==> config.mk <==
export PLATFORM = sky130hd
export DESIGN_NAME = rdcb_top
export DESIGN_NICKNAME = d
export VERILOG_FILES = /design/src/rdcb_pkg.sv /design/src/rdcb_top.sv
export SDC_FILE = /design/constraint.sdc
export NUM_CORES = 1
export LEC_CHECK = 0
export BUFFER_PORTS_ARGS = -buffer_cell sky130_fd_sc_hd__buf_2
export CORE_MARGIN = 2
export CORE_UTILIZATION = 41
export DETAILED_ROUTE_END_ITERATION = 8
export GPL_TIMING_DRIVEN = 0
export PLACE_DENSITY = 0.59
export REMOVE_ABC_BUFFERS = 1
export SKIP_CTS_REPAIR_TIMING = 1
export SLEW_MARGIN = 30
export SYNTH_ARGS = -nofsm -noshare
export SYNTH_HDL_FRONTEND = slang
export SYNTH_SLANG_ARGS = --single-unit
export TNS_END_PERCENT = 30
==> constraint.sdc <==
create_clock -name clk -period 6.5 [get_ports clk]
set_clock_uncertainty 0.2 [all_clocks]
set_input_delay 0.65 -clock clk [delete_from_list [all_inputs] [get_ports clk]]
set_output_delay 0.65 -clock clk [all_outputs]
set_load 0.01 [all_outputs]
==> src/rdcb_pkg.sv <==
// Constants and types of the radio discrete control and self-test block
package rdcb_pkg;

   // ---------------------------------------------------------------
   // Timing
   // ---------------------------------------------------------------
   localparam int CLK_HZ = 10_000_000;
   localparam int DEB_TIME_US = 1000;
   localparam int DEB_CYC = DEB_TIME_US * (CLK_HZ / 1_000_000);
   localparam int DEB_W = 16;

   // ---------------------------------------------------------------
   // Pins and test channels
   // ---------------------------------------------------------------
   localparam int NPIN = 3;
   localparam int PIN_RADIO = 0;
   localparam int PIN_TX = 1;
   localparam int PIN_RST = 2;
   localparam int NCH = 8;
   localparam int CH_W = 3;
   localparam logic [NCH-1:0] DEBIL_MASK = 8'h0f;

   // ---------------------------------------------------------------
   // Fault log
   // ---------------------------------------------------------------
   localparam int LOG_DEPTH = 40;
   localparam int LOG_AW = 6;
   localparam int ENT_W = 6;
   localparam logic [1:0] SRC_PBIT = 2'h0;
   localparam logic [1:0] SRC_CONT = 2'h1;
   localparam logic [1:0] SRC_MBIT = 2'h2;

   // ---------------------------------------------------------------
   // Register map
   // ---------------------------------------------------------------
   localparam logic [7:0] A_CTRL = 8'h00;
   localparam logic [7:0] A_OPTEN = 8'h04;
   localparam logic [7:0] A_STATUS = 8'h08;
   localparam logic [7:0] A_LOGCNT = 8'h0c;
   localparam logic [7:0] A_LOGIDX = 8'h10;
   localparam logic [7:0] A_LOGDAT = 8'h14;
   localparam logic [7:0] A_ACTIVE = 8'h18;
   localparam int CTRL_MBIT = 0;
   localparam int CTRL_CLR = 1;
   localparam logic [NCH-1:0] OPT_RST = 8'hff;
   localparam int ST_RX = 0;
   localparam int ST_TX = 1;
   localparam int ST_HLTH = 2;
   localparam int ST_HELD = 3;
   localparam int ST_INIT = 4;
   localparam int ST_TEST = 5;
   localparam int ST_PINS = 8;

   typedef enum logic [2:0] {
      S_HOLD,
      S_INIT,
      S_PBIT,
      S_RUN,
      S_MBIT
   } rdcb_state_e;

endpackage

==> src/rdcb_top.sv <==
// Discrete input control, health output and self-test fault log
//
// Chosen here: the address-and-strobe port and the address map.
`timescale 1ns/1ps
module rdcb_top #(
   parameter int DEB_CYC = rdcb_pkg::DEB_CYC
)
(
   input wire logic clk,
   input wire logic reset_n,
   input wire logic radio_enable_pin,
   input wire logic transmit_enable_pin,
   input wire logic unit_reset_pin,
   input wire logic [7:0] fault_in,
   input wire logic [7:0] addr,
   input wire logic [31:0] wdata,
   input wire logic wr,
   input wire logic rd,
   output logic [31:0] rdata,
   output logic health_indicator_pin,
   output logic tx_on,
   output logic rx_on,
   output logic unit_run
);

   // ---------------------------------------------------------------
   // Input synchronisers and debounce
   // ---------------------------------------------------------------
   logic [rdcb_pkg::NPIN-1:0] pin_raw;
   logic [rdcb_pkg::NPIN-1:0] pin_f;

   assign pin_raw = {unit_reset_pin, transmit_enable_pin,
                     radio_enable_pin};

   generate
      for (genvar g = 0; g < rdcb_pkg::NPIN; g++)
      begin : g_pin
         logic s1_q;
         logic s2_q;
         logic s3_q;
         logic filt_q;
         logic filt_d;
         logic [rdcb_pkg::DEB_W-1:0] cnt_q;
         logic [rdcb_pkg::DEB_W-1:0] cnt_d;

         always_comb
         begin
            cnt_d = cnt_q;
            filt_d = filt_q;
            if (s2_q != s3_q || s3_q == filt_q)
            begin
               cnt_d = '0;
            end
            else if (cnt_q >= rdcb_pkg::DEB_W'(DEB_CYC - 1))
            begin
               filt_d = s3_q;
               cnt_d = '0;
            end
            else
            begin
               cnt_d = cnt_q + 16'h1;
            end
         end

         always_ff @(posedge clk or negedge reset_n)
         begin
            if (!reset_n)
            begin
               s1_q <= 1'b0;
               s2_q <= 1'b0;
               s3_q <= 1'b0;
               filt_q <= 1'b0;
               cnt_q <= '0;
            end
            else
            begin
               s1_q <= pin_raw[g];
               s2_q <= s1_q;
               s3_q <= s2_q;
               filt_q <= filt_d;
               cnt_q <= cnt_d;
            end
         end

         assign pin_f[g] = filt_q;
      end
   endgenerate

   // ---------------------------------------------------------------
   // State declarations
   // ---------------------------------------------------------------
   rdcb_pkg::rdcb_state_e st_q;
   rdcb_pkg::rdcb_state_e st_d;
   logic [rdcb_pkg::CH_W-1:0] step_q;
   logic [rdcb_pkg::CH_W-1:0] step_d;
   logic [rdcb_pkg::NCH-1:0] active_q;
   logic [rdcb_pkg::NCH-1:0] active_d;
   logic [rdcb_pkg::NCH-1:0] opt_q;
   logic [rdcb_pkg::NCH-1:0] opt_d;
   logic mreq_q;
   logic mreq_d;
   logic hlth_q;
   logic hlth_d;
   logic tx_q;
   logic tx_d;
   logic rx_q;
   logic rx_d;
   logic run_q;
   logic run_d;
   logic [rdcb_pkg::LOG_AW-1:0] cnt_q;
   logic [rdcb_pkg::LOG_AW-1:0] cnt_d;
   logic [rdcb_pkg::LOG_AW-1:0] idx_q;
   logic [rdcb_pkg::LOG_AW-1:0] idx_d;
   logic [31:0] rdata_q;
   logic [31:0] rdata_d;
   logic [rdcb_pkg::ENT_W-1:0] log_q [rdcb_pkg::LOG_DEPTH];
   logic log_we;
   logic [rdcb_pkg::LOG_AW-1:0] log_wa;
   logic [rdcb_pkg::ENT_W-1:0] log_ent;
   logic [rdcb_pkg::NCH-1:0] logged;
   logic [rdcb_pkg::NCH-1:0] fresh;
   logic [1:0] src;
   logic [rdcb_pkg::LOG_AW-1:0] base;
   logic [rdcb_pkg::CH_W-1:0] ch;
   logic wr_ctrl;

   // ---------------------------------------------------------------
   // Helpers
   // ---------------------------------------------------------------
   function automatic logic [rdcb_pkg::NCH-1:0] lowest(
      input logic [rdcb_pkg::NCH-1:0] v);
      logic [rdcb_pkg::NCH-1:0] r;
      r = '0;
      for (int i = rdcb_pkg::NCH - 1; i >= 0; i--)
      begin
         if (v[i])
         begin
            r = '0;
            r[i] = 1'b1;
         end
      end
      return r;
   endfunction

   function automatic logic [rdcb_pkg::CH_W-1:0] enc(
      input logic [rdcb_pkg::NCH-1:0] v);
      logic [rdcb_pkg::CH_W-1:0] r;
      r = '0;
      for (int i = 0; i < rdcb_pkg::NCH; i++)
      begin
         if (v[i])
         begin
            r = rdcb_pkg::CH_W'(i);
         end
      end
      return r;
   endfunction

   function automatic logic in_log(
      input logic [rdcb_pkg::CH_W-1:0] c,
      input logic [rdcb_pkg::LOG_AW-1:0] n);
      logic hit;
      hit = 1'b0;
      for (int i = 0; i < rdcb_pkg::LOG_DEPTH; i++)
      begin
         if (rdcb_pkg::LOG_AW'(i) < n && log_q[i][2:0] == c)
         begin
            hit = 1'b1;
         end
      end
      return hit;
   endfunction

   // ---------------------------------------------------------------
   // Sequencer, self-test and outputs
   // ---------------------------------------------------------------
   assign wr_ctrl = wr && addr == rdcb_pkg::A_CTRL;

   always_comb
   begin
      st_d = st_q;
      step_d = step_q;
      active_d = active_q;
      mreq_d = mreq_q;
      logged = '0;
      src = rdcb_pkg::SRC_CONT;
      fresh = fault_in & opt_q & ~active_q;
      unique case (st_q)
         rdcb_pkg::S_HOLD:
         begin
            step_d = '0;
            st_d = rdcb_pkg::S_INIT;
         end
         rdcb_pkg::S_INIT:
         begin
            active_d[step_q] = 1'b0;
            step_d = step_q + 3'h1;
            if (step_q == 3'h7)
            begin
               st_d = rdcb_pkg::S_PBIT;
            end
         end
         rdcb_pkg::S_PBIT:
         begin
            src = rdcb_pkg::SRC_PBIT;
            logged[step_q] = fault_in[step_q] & opt_q[step_q];
            active_d = active_q | logged;
            step_d = step_q + 3'h1;
            if (step_q == 3'h7)
            begin
               st_d = rdcb_pkg::S_RUN;
            end
         end
         rdcb_pkg::S_RUN:
         begin
            logged = lowest(fresh);
            active_d = (active_q & fault_in & opt_q) | logged;
            if (mreq_q)
            begin
               mreq_d = 1'b0;
               step_d = '0;
               st_d = rdcb_pkg::S_MBIT;
            end
         end
         rdcb_pkg::S_MBIT:
         begin
            src = rdcb_pkg::SRC_MBIT;
            logged[step_q] = fault_in[step_q] & opt_q[step_q];
            active_d = (active_q & fault_in & opt_q) | logged;
            step_d = step_q + 3'h1;
            if (step_q == 3'h7)
            begin
               st_d = rdcb_pkg::S_RUN;
            end
         end
      endcase
      if (wr_ctrl && wdata[rdcb_pkg::CTRL_MBIT])
      begin
         mreq_d = 1'b1;
      end
      if (!pin_f[rdcb_pkg::PIN_RST])
      begin
         st_d = rdcb_pkg::S_HOLD;
         step_d = '0;
         mreq_d = 1'b0;
         logged = '0;
      end
      run_d = st_d == rdcb_pkg::S_RUN || st_d == rdcb_pkg::S_MBIT;
      hlth_d = run_d && !(|(active_d & rdcb_pkg::DEBIL_MASK));
      rx_d = run_d && pin_f[rdcb_pkg::PIN_RADIO];
      tx_d = rx_d && pin_f[rdcb_pkg::PIN_TX];
   end

   always_ff @(posedge clk or negedge reset_n)
   begin
      if (!reset_n)
      begin
         st_q <= rdcb_pkg::S_HOLD;
         step_q <= '0;
         active_q <= '0;
         mreq_q <= 1'b0;
         hlth_q <= 1'b0;
         tx_q <= 1'b0;
         rx_q <= 1'b0;
         run_q <= 1'b0;
      end
      else
      begin
         st_q <= st_d;
         step_q <= step_d;
         active_q <= active_d;
         mreq_q <= mreq_d;
         hlth_q <= hlth_d;
         tx_q <= tx_d;
         rx_q <= rx_d;
         run_q <= run_d;
      end
   end

   // ---------------------------------------------------------------
   // Fault log
   // ---------------------------------------------------------------
   always_comb
   begin
      base = cnt_q;
      if (wr_ctrl && wdata[rdcb_pkg::CTRL_CLR])
      begin
         base = '0;
      end
      ch = enc(logged);
      log_ent = {rdcb_pkg::DEBIL_MASK[ch], src, ch};
      log_wa = base;
      log_we = |logged && !in_log(ch, base) &&
               base < rdcb_pkg::LOG_AW'(rdcb_pkg::LOG_DEPTH);
      cnt_d = log_we ? base + 6'h1 : base;
   end

   always_ff @(posedge clk)
   begin
      if (log_we)
      begin
         log_q[log_wa] <= log_ent;
      end
   end

   always_ff @(posedge clk or negedge reset_n)
   begin
      if (!reset_n)
      begin
         cnt_q <= '0;
      end
      else
      begin
         cnt_q <= cnt_d;
      end
   end

   // ---------------------------------------------------------------
   // Register port
   // ---------------------------------------------------------------
   always_comb
   begin
      opt_d = opt_q;
      idx_d = idx_q;
      rdata_d = '0;
      if (wr && addr == rdcb_pkg::A_OPTEN)
      begin
         opt_d = wdata[7:0];
      end
      if (wr && addr == rdcb_pkg::A_LOGIDX)
      begin
         idx_d = wdata[5:0];
      end
      if (rd)
      begin
         unique case (addr)
            rdcb_pkg::A_OPTEN:
            begin
               rdata_d[7:0] = opt_q;
            end
            rdcb_pkg::A_STATUS:
            begin
               rdata_d[rdcb_pkg::ST_RX] = rx_q;
               rdata_d[rdcb_pkg::ST_TX] = tx_q;
               rdata_d[rdcb_pkg::ST_HLTH] = hlth_q;
               rdata_d[rdcb_pkg::ST_HELD] = st_q == rdcb_pkg::S_HOLD;
               rdata_d[rdcb_pkg::ST_INIT] = st_q == rdcb_pkg::S_INIT;
               rdata_d[rdcb_pkg::ST_TEST] =
                  st_q == rdcb_pkg::S_PBIT || st_q == rdcb_pkg::S_MBIT;
               rdata_d[rdcb_pkg::ST_PINS +: rdcb_pkg::NPIN] = pin_f;
            end
            rdcb_pkg::A_LOGCNT:
            begin
               rdata_d[5:0] = cnt_q;
            end
            rdcb_pkg::A_LOGIDX:
            begin
               rdata_d[5:0] = idx_q;
            end
            rdcb_pkg::A_LOGDAT:
            begin
               if (idx_q < cnt_q)
               begin
                  rdata_d[5:0] = log_q[idx_q];
               end
            end
            rdcb_pkg::A_ACTIVE:
            begin
               rdata_d[7:0] = active_q;
            end
            default:
            begin
               rdata_d = '0;
            end
         endcase
      end
   end

   always_ff @(posedge clk or negedge reset_n)
   begin
      if (!reset_n)
      begin
         opt_q <= rdcb_pkg::OPT_RST;
         idx_q <= '0;
         rdata_q <= '0;
      end
      else
      begin
         opt_q <= opt_d;
         idx_q <= idx_d;
         rdata_q <= rdata_d;
      end
   end

   assign rdata = rdata_q;
   assign health_indicator_pin = hlth_q;
   assign tx_on = tx_q;
   assign rx_on = rx_q;
   assign unit_run = run_q;

endmodule

# Word-level counts from Yosys, hierarchy flattened
# Memories as Yosys holds them, arrays and structs flattened.
# Index checks and enable logic that the tools add are counted.
# Widths: inputs -> output; s select.
# op_classes
order_cmp,48
addsub,5
reduce_logical,68
muxes,93
n_eq_ne,61
bitwise,15
# ops
op,count
$eq 3x3->1,40
$lt 5x6->1 const A,16
$mux 16,6
$mux 8,10
$logic_and 1x1->1,51
$mux 1,50
$add 16x1->16 const B,3
$and 8x8->8,6
$ge 16x14->1 const B,3
$lt 4x6->1 const A,8
$lt 6x6->1 const A,8
$mux 3,13
$pmux 6 s6,1
$pmux 8 s4,1
$eq 8x5->1 const B,3
$lt 3x6->1 const A,4
$or 8x8->8,3
$mux 6,3
$eq 8x4->1 const B,2
$not 8->8,2
$pmux 8 s2,1
$lt 1x6->1 const A,2
$lt 2x6->1 const A,2
$pmux 3 s4,1
31 further kinds,51
# word_totals
n_memories,2
rom_bits,8
mem_bits_rw,240
inputBits,55
regBits,131
output_inout_bits,36
# memory_table
name,words,word_bits,read_ports,rd_clocked_by_memory_dff,write_ports,line_no,rtl
log_q,40,6,41,0,1,rdcb_top.sv:116,logic [rdcb_pkg::ENT_W-1:0] log_q [rdcb_pkg::LOG_DEPTH];
(name not given),8,1,1,0,0,rdcb_top.sv:291,"log_ent = {rdcb_pkg::DEBIL_MASK[ch], src, ch};"

# Logic depth before layout (Yosys ltp)
# depth
ltp_word,67
ltp_mapped,20

# Worst setup path before layout
# No wires, ideal clock.
# synth_path
path_type,in2reg
from,in fault_in[4]
to,mem log_q[35][0] (netlist name) (enable)
path_stages,13
setup_slack_ns,1.124
t_arrival_ns,4.790
path_cell_list,and3b_1 -> nor3_1 -> o311ai_2 -> o21a_1 -> nor2_1 -> clkbuf_1 -> xnor2_1 -> a41o_1 -> nor4_1 -> and4_4 -> nand3_4 -> buf_6 -> nor4_1
# synth_between
word_cells_on_any_way,147
# synth_rtl
element,line_no,rtl
from (decl),rdcb_top.sv:14,"input wire logic [7:0] fault_in,"
$and 8x8->8 (2 in series),rdcb_top.sv:187,fresh = fault_in & opt_q & ~active_q;
$mux 8 (5 in series),rdcb_top.sv:136,if (v[i])
$mux 8,rdcb_top.sv:188,unique case (st_q)
$pmux 8 s2 *,rdcb_top.sv:188,
$mux 8 *,rdcb_top.sv:241,if (!pin_f[rdcb_pkg::PIN_RST])
$mux 3 (4 in series),rdcb_top.sv:151,if (v[i])
$mux 3 *,rdcb_top.sv:151,
"via ch, one bit",rdcb_top.sv:124,logic [rdcb_pkg::CH_W-1:0] ch;
$eq 3x3->1,rdcb_top.sv:166,if (rdcb_pkg::LOG_AW'(i) < n && log_q[i][2:0] == c)
$logic_and 1x1->1,rdcb_top.sv:166,
$mux 1 (39 in series),rdcb_top.sv:166,
$mux 1 *,rdcb_top.sv:166,
$logic_not 1->1 *,rdcb_top.sv:293,"log_we = |logged && !in_log(ch, base) &&"
$logic_and 1x1->1 * (2 in series),rdcb_top.sv:293,
$mux 1 *,rdcb_top.sv:300,if (log_we)
$mux 1 (implied by the code) *,rdcb_top.sv:302,log_q[log_wa] <= log_ent;
to (decl),rdcb_top.sv:116,
# The timed path passes the listed nets; every way through them passes the cells marked *. The select of a mux whose other input is x is not followed.

# Final worst setup path
# layout_path
from,reg opt_q[4] (netlist name)
to,mem log_q[4][3] (netlist name) (enable)
# layout_between
elab_chain_cells,64
word_cells_on_any_way,147
# layout_rtl
element,line_no,rtl
from (decl),rdcb_top.sv:98,logic [rdcb_pkg::NCH-1:0] opt_q;
from (signal assigned),rdcb_top.sv:383,opt_q <= rdcb_pkg::OPT_RST;
from (signal assigned),rdcb_top.sv:389,opt_q <= opt_d;
$and 8x8->8 (2 in series),rdcb_top.sv:187,
$mux 8 (5 in series),rdcb_top.sv:136,
$mux 8,rdcb_top.sv:188,
$pmux 8 s2 *,rdcb_top.sv:188,
$mux 8 *,rdcb_top.sv:241,
$mux 1,rdcb_top.sv:151,
$mux 3 (6 in series),rdcb_top.sv:151,
$eq 3x3->1,rdcb_top.sv:166,
$logic_and 1x1->1,rdcb_top.sv:166,
$mux 1 (40 in series),rdcb_top.sv:166,
$logic_not 1->1,rdcb_top.sv:293,
$logic_and 1x1->1 * (2 in series),rdcb_top.sv:293,
$mux 1 *,rdcb_top.sv:300,
$mux 1 (implied by the code) *,rdcb_top.sv:302,
# Mark *: on every way between the ends. The rest lies on a longest branch, timed or not. The select of a mux whose other input is x is not followed.

==> qor.yml <==
status: "finished clean"
grt_pass1_wl_mm: 95.5
worst_pin_slew_ps: 1120
track_usage: 0.212
cts_tree: "built"
synth-edff-count: 384
ir_worst_vdd_uv: 250
path_common_cell: "buf_16"
cts_buffers: 54
ant_nets: 0
ys_ff_latch: 494
pre_cts_slack_ps: -1280
grt_util_met1: 0.292
fp-row-count: 87
p_leak_nw: 9.58
wl_per_cell_um: 23.9
netlist.area_leader.share: 0.490
grt_max_degree: 92
arrival_ps: 6530
final_hold_viol_count: 0
crit_type: "flip-flop to flip-flop"
fin_crit_sh: 0.987
clockRootBuffer: "clkbuf_16"
yosysWarningCount: 0
grtUsageMet3: 0.0412
ios: 91
sw_frac_of_total: 0.227
die_h_um: 244
wl_mm: 63.3
crit_chain: "and3b_1 -> nor3_1 -> o311ai_4 -> o21a_2 -> nor2_4 -> buf_16 -> buf_16 -> inv_6 -> xnor2_1 -> o32ai_1 -> or4_1 -> a2111oi_4 -> buf_4 -> nand3_4 -> nor4_2 -> buf_2"
grt_use_met2: 0.329
cp_slowest_cell: "dfstp_2"
die_width_um: 244
critical_path.max_stage_delay_ps: 620
post-dp-hpwl_mm: 42.6
antenna_cells: 0
ys_dominant_reg_cell: "edfxtp_1"
ys_top_cells_by_area: "edfxtp_1 49%, mux4_2 12%, dfrtp_1 11%"
clk_pin_slew_ps: 60
avgViaCountPerCell: 5.88
pwr-share-clk: 0.448
seqPwrFrac: 0.503
synth.cell_area_um2: 23500
htree_levels: 2
cp-start-kind: "flip-flop"
finalMaxSlewViolations: 0
die_area_um2: 59300
antenna_found_initial: 2
critPathRequiredTime_ps: 6620
synth_top_cell_by_area: "edfxtp_1"
ys_types: 99
coreArea_um2: 56600
drcViolationCount: 0
firstDrtPassIters: 5
cp_max_fo: 72
syn_to_final_growth_pct: 17.8
worst_slack_ps: 84.8
synth.avg_cell_area_um2: 14.3
setup_violations: 0
vias: 15600
fin_crit_ps: 6420
drt_iter0_markers: 1555
slew_headroom: 0.250
worst_hold_path_type: "input port to flip-flop"
grt_pass1_vias: 15500
endpoint_kind: "flip-flop"
synth.yosys.seq_area_share: 0.608
place_congestion: 0.980
start_util: 0.416
clkLatencyLatePin_ps: 630
async_flop_share: 0.223
top_usage_layer: "met2"
tns_ps: 0
maxCapViolCount: 0
placement.io_buffers: 45
max_freq_mhz: 156
power.switching_mw: 1.58
layout-drive-gt1-share: 0.214
synthCells: 1650
globalRouteOverflowTotal: 0
cts_buffer_depth: 3
pwr-share-comb: 0.049
hold_ws_ps: 64.1
p_int_mw: 5.40
nets: 1910
powerDensity_nw_per_um2: 252
clock_sinks: 494
-- logic make-up (layout without fill, tap and decap cells) --
kind of cell,after synthesis,count (layout),synth area share
adder cells (fa/ha/maj),12,12,0.00638
other,1,171,0.000159
buffers and inverters,137,203,0.0285
flip-flops,494,494,0.608
AND/OR/NAND/NOR,506,509,0.114
XOR/XNOR,84,84,0.0313
multiplexers,158,158,0.135
AO/OA/AOI/OAI,258,258,0.0770
-- metrics by stage --
stage	utilization	total power, mW	instance area, µm²	std cells
2_1_floorplan	-	3.76	23600	1706
3_3_place_gp	0.437	3.89	24800	2507
3_5_place_dp	0.449	3.90	25400	2531
4_1_cts	0.482	7.04	27300	2633
5_1_grt	0.489	7.22	27700	2645
6_report	0.489	6.98	27700	2645
-- state kept, by name, summed over array words and instances, names as in the netlist, 3 cells and up --
signal        flops
active_q          8
cnt_q             6
g_pin.cnt_q      48
g_pin.filt_q      3
g_pin.s1_q        3
g_pin.s2_q        3
g_pin.s3_q        3
idx_q             6
log_q           384
opt_q             8
rdata            11
st_q              3
step_q            3
-- Yosys cell counts, types with 17 or more instances --
cell        n
a21oi_1    52
xor2_1     29
nand3_1    45
clkbuf_1   55
nor2_1    121
nor3_1     41
dfrtp_1   102
nand2_1   100
edfxtp_1  384
a31oi_1    18
nand4_1    24
buf_4      27
inv_1      17
nor4_1     43
o21ai_0    58
xnor2_1    55
mux4_2    126
-- metal layers --
metal / wire length (µm) / share of wire
met4: 2890 / 0.046
met3: 5260 / 0.083
met5: 23 / 0.00036
met2: 29000 / 0.46
met1: 26200 / 0.41
-- worst paths after layout --
path	from	to	slack, ps	cells after the start
setup reg to reg	opt_q[4]	log_q[4][3]	80	16
hold / removal	wdata[7]	opt_q[7]	60	2
hold reg to reg	g_pin[1].s1_q	g_pin[1].s2_q	160	0
max in group asynchronous	reset_n	opt_q[2]	5020	3
setup / recovery	opt_q[4]	log_q[4][3]	80	16
min in group asynchronous	reset_n	g_pin[0].cnt_q[15]	380	2
-- layout by cell type (no fill, tap or decap), types with 9 or more instances in the layout --
master,synthesis,final
buf_2,11,51
inv_1,17,13
or3_1,16,16
xnor2_1,55,55
xor2_1,29,29
dfrtp_1,102,94
clkinv_1,4,10
nand2b_1,14,14
nor4_1,43,13
or4_1,9,9
clkbuf_1,55,9
clkbuf_16,0,56
nand3_1,45,45
o21ai_0,58,58
conb_1,1,171
and3_1,15,15
nand2_1,100,99
nand4b_1,11,11
mux2i_1,16,16
nor2_1,121,119
clkinv_2,0,12
nand4_1,24,24
edfxtp_1,384,384
a21oi_1,52,51
nor4_4,0,24
a211oi_1,9,9
mux4_2,126,126
a31oi_1,18,18
mux2_2,15,15
ha_1,12,12
nor2b_1,10,10
nor3_1,41,31
-- critical path, delay by kind of cell (launching register included) --
family,cells,cell delay [ps]
XOR/XNOR,1,210
flip-flops,1,620
buffers and inverters,5,1280
AND/OR/NAND/NOR,6,2110
AO/OA/AOI/OAI,4,1590
-- area by class of cell --
| cell class | instances | area (µm²) |
|---|---|---|
| Sequential cell | 494 | 14300 |
| Tap cell | 756 | 946 |
| Clock inverter | 33 | 364 |
| Fill cell | 4926 | 28900 |
| Clock buffer | 69 | 1490 |
| Timing Repair Buffer | 78 | 714 |
| Multi-Input combinational cell | 1192 | 9770 |
| Inverter | 23 | 104 |
-- power by group through the flow --
stage | sequential (mW) | clock [mW] | combinational (mW)
final | 3.51 | 3.13 | 0.343
after detailed placement | 3.57 | 0 | 0.330
after global placement | 3.60 | 0 | 0.293
after CTS | 3.51 | 3.20 | 0.331
after global routing | 3.52 | 3.33 | 0.376
after floorplan | 3.55 | 0 | 0.206
(Power assumes the default switching activity.)
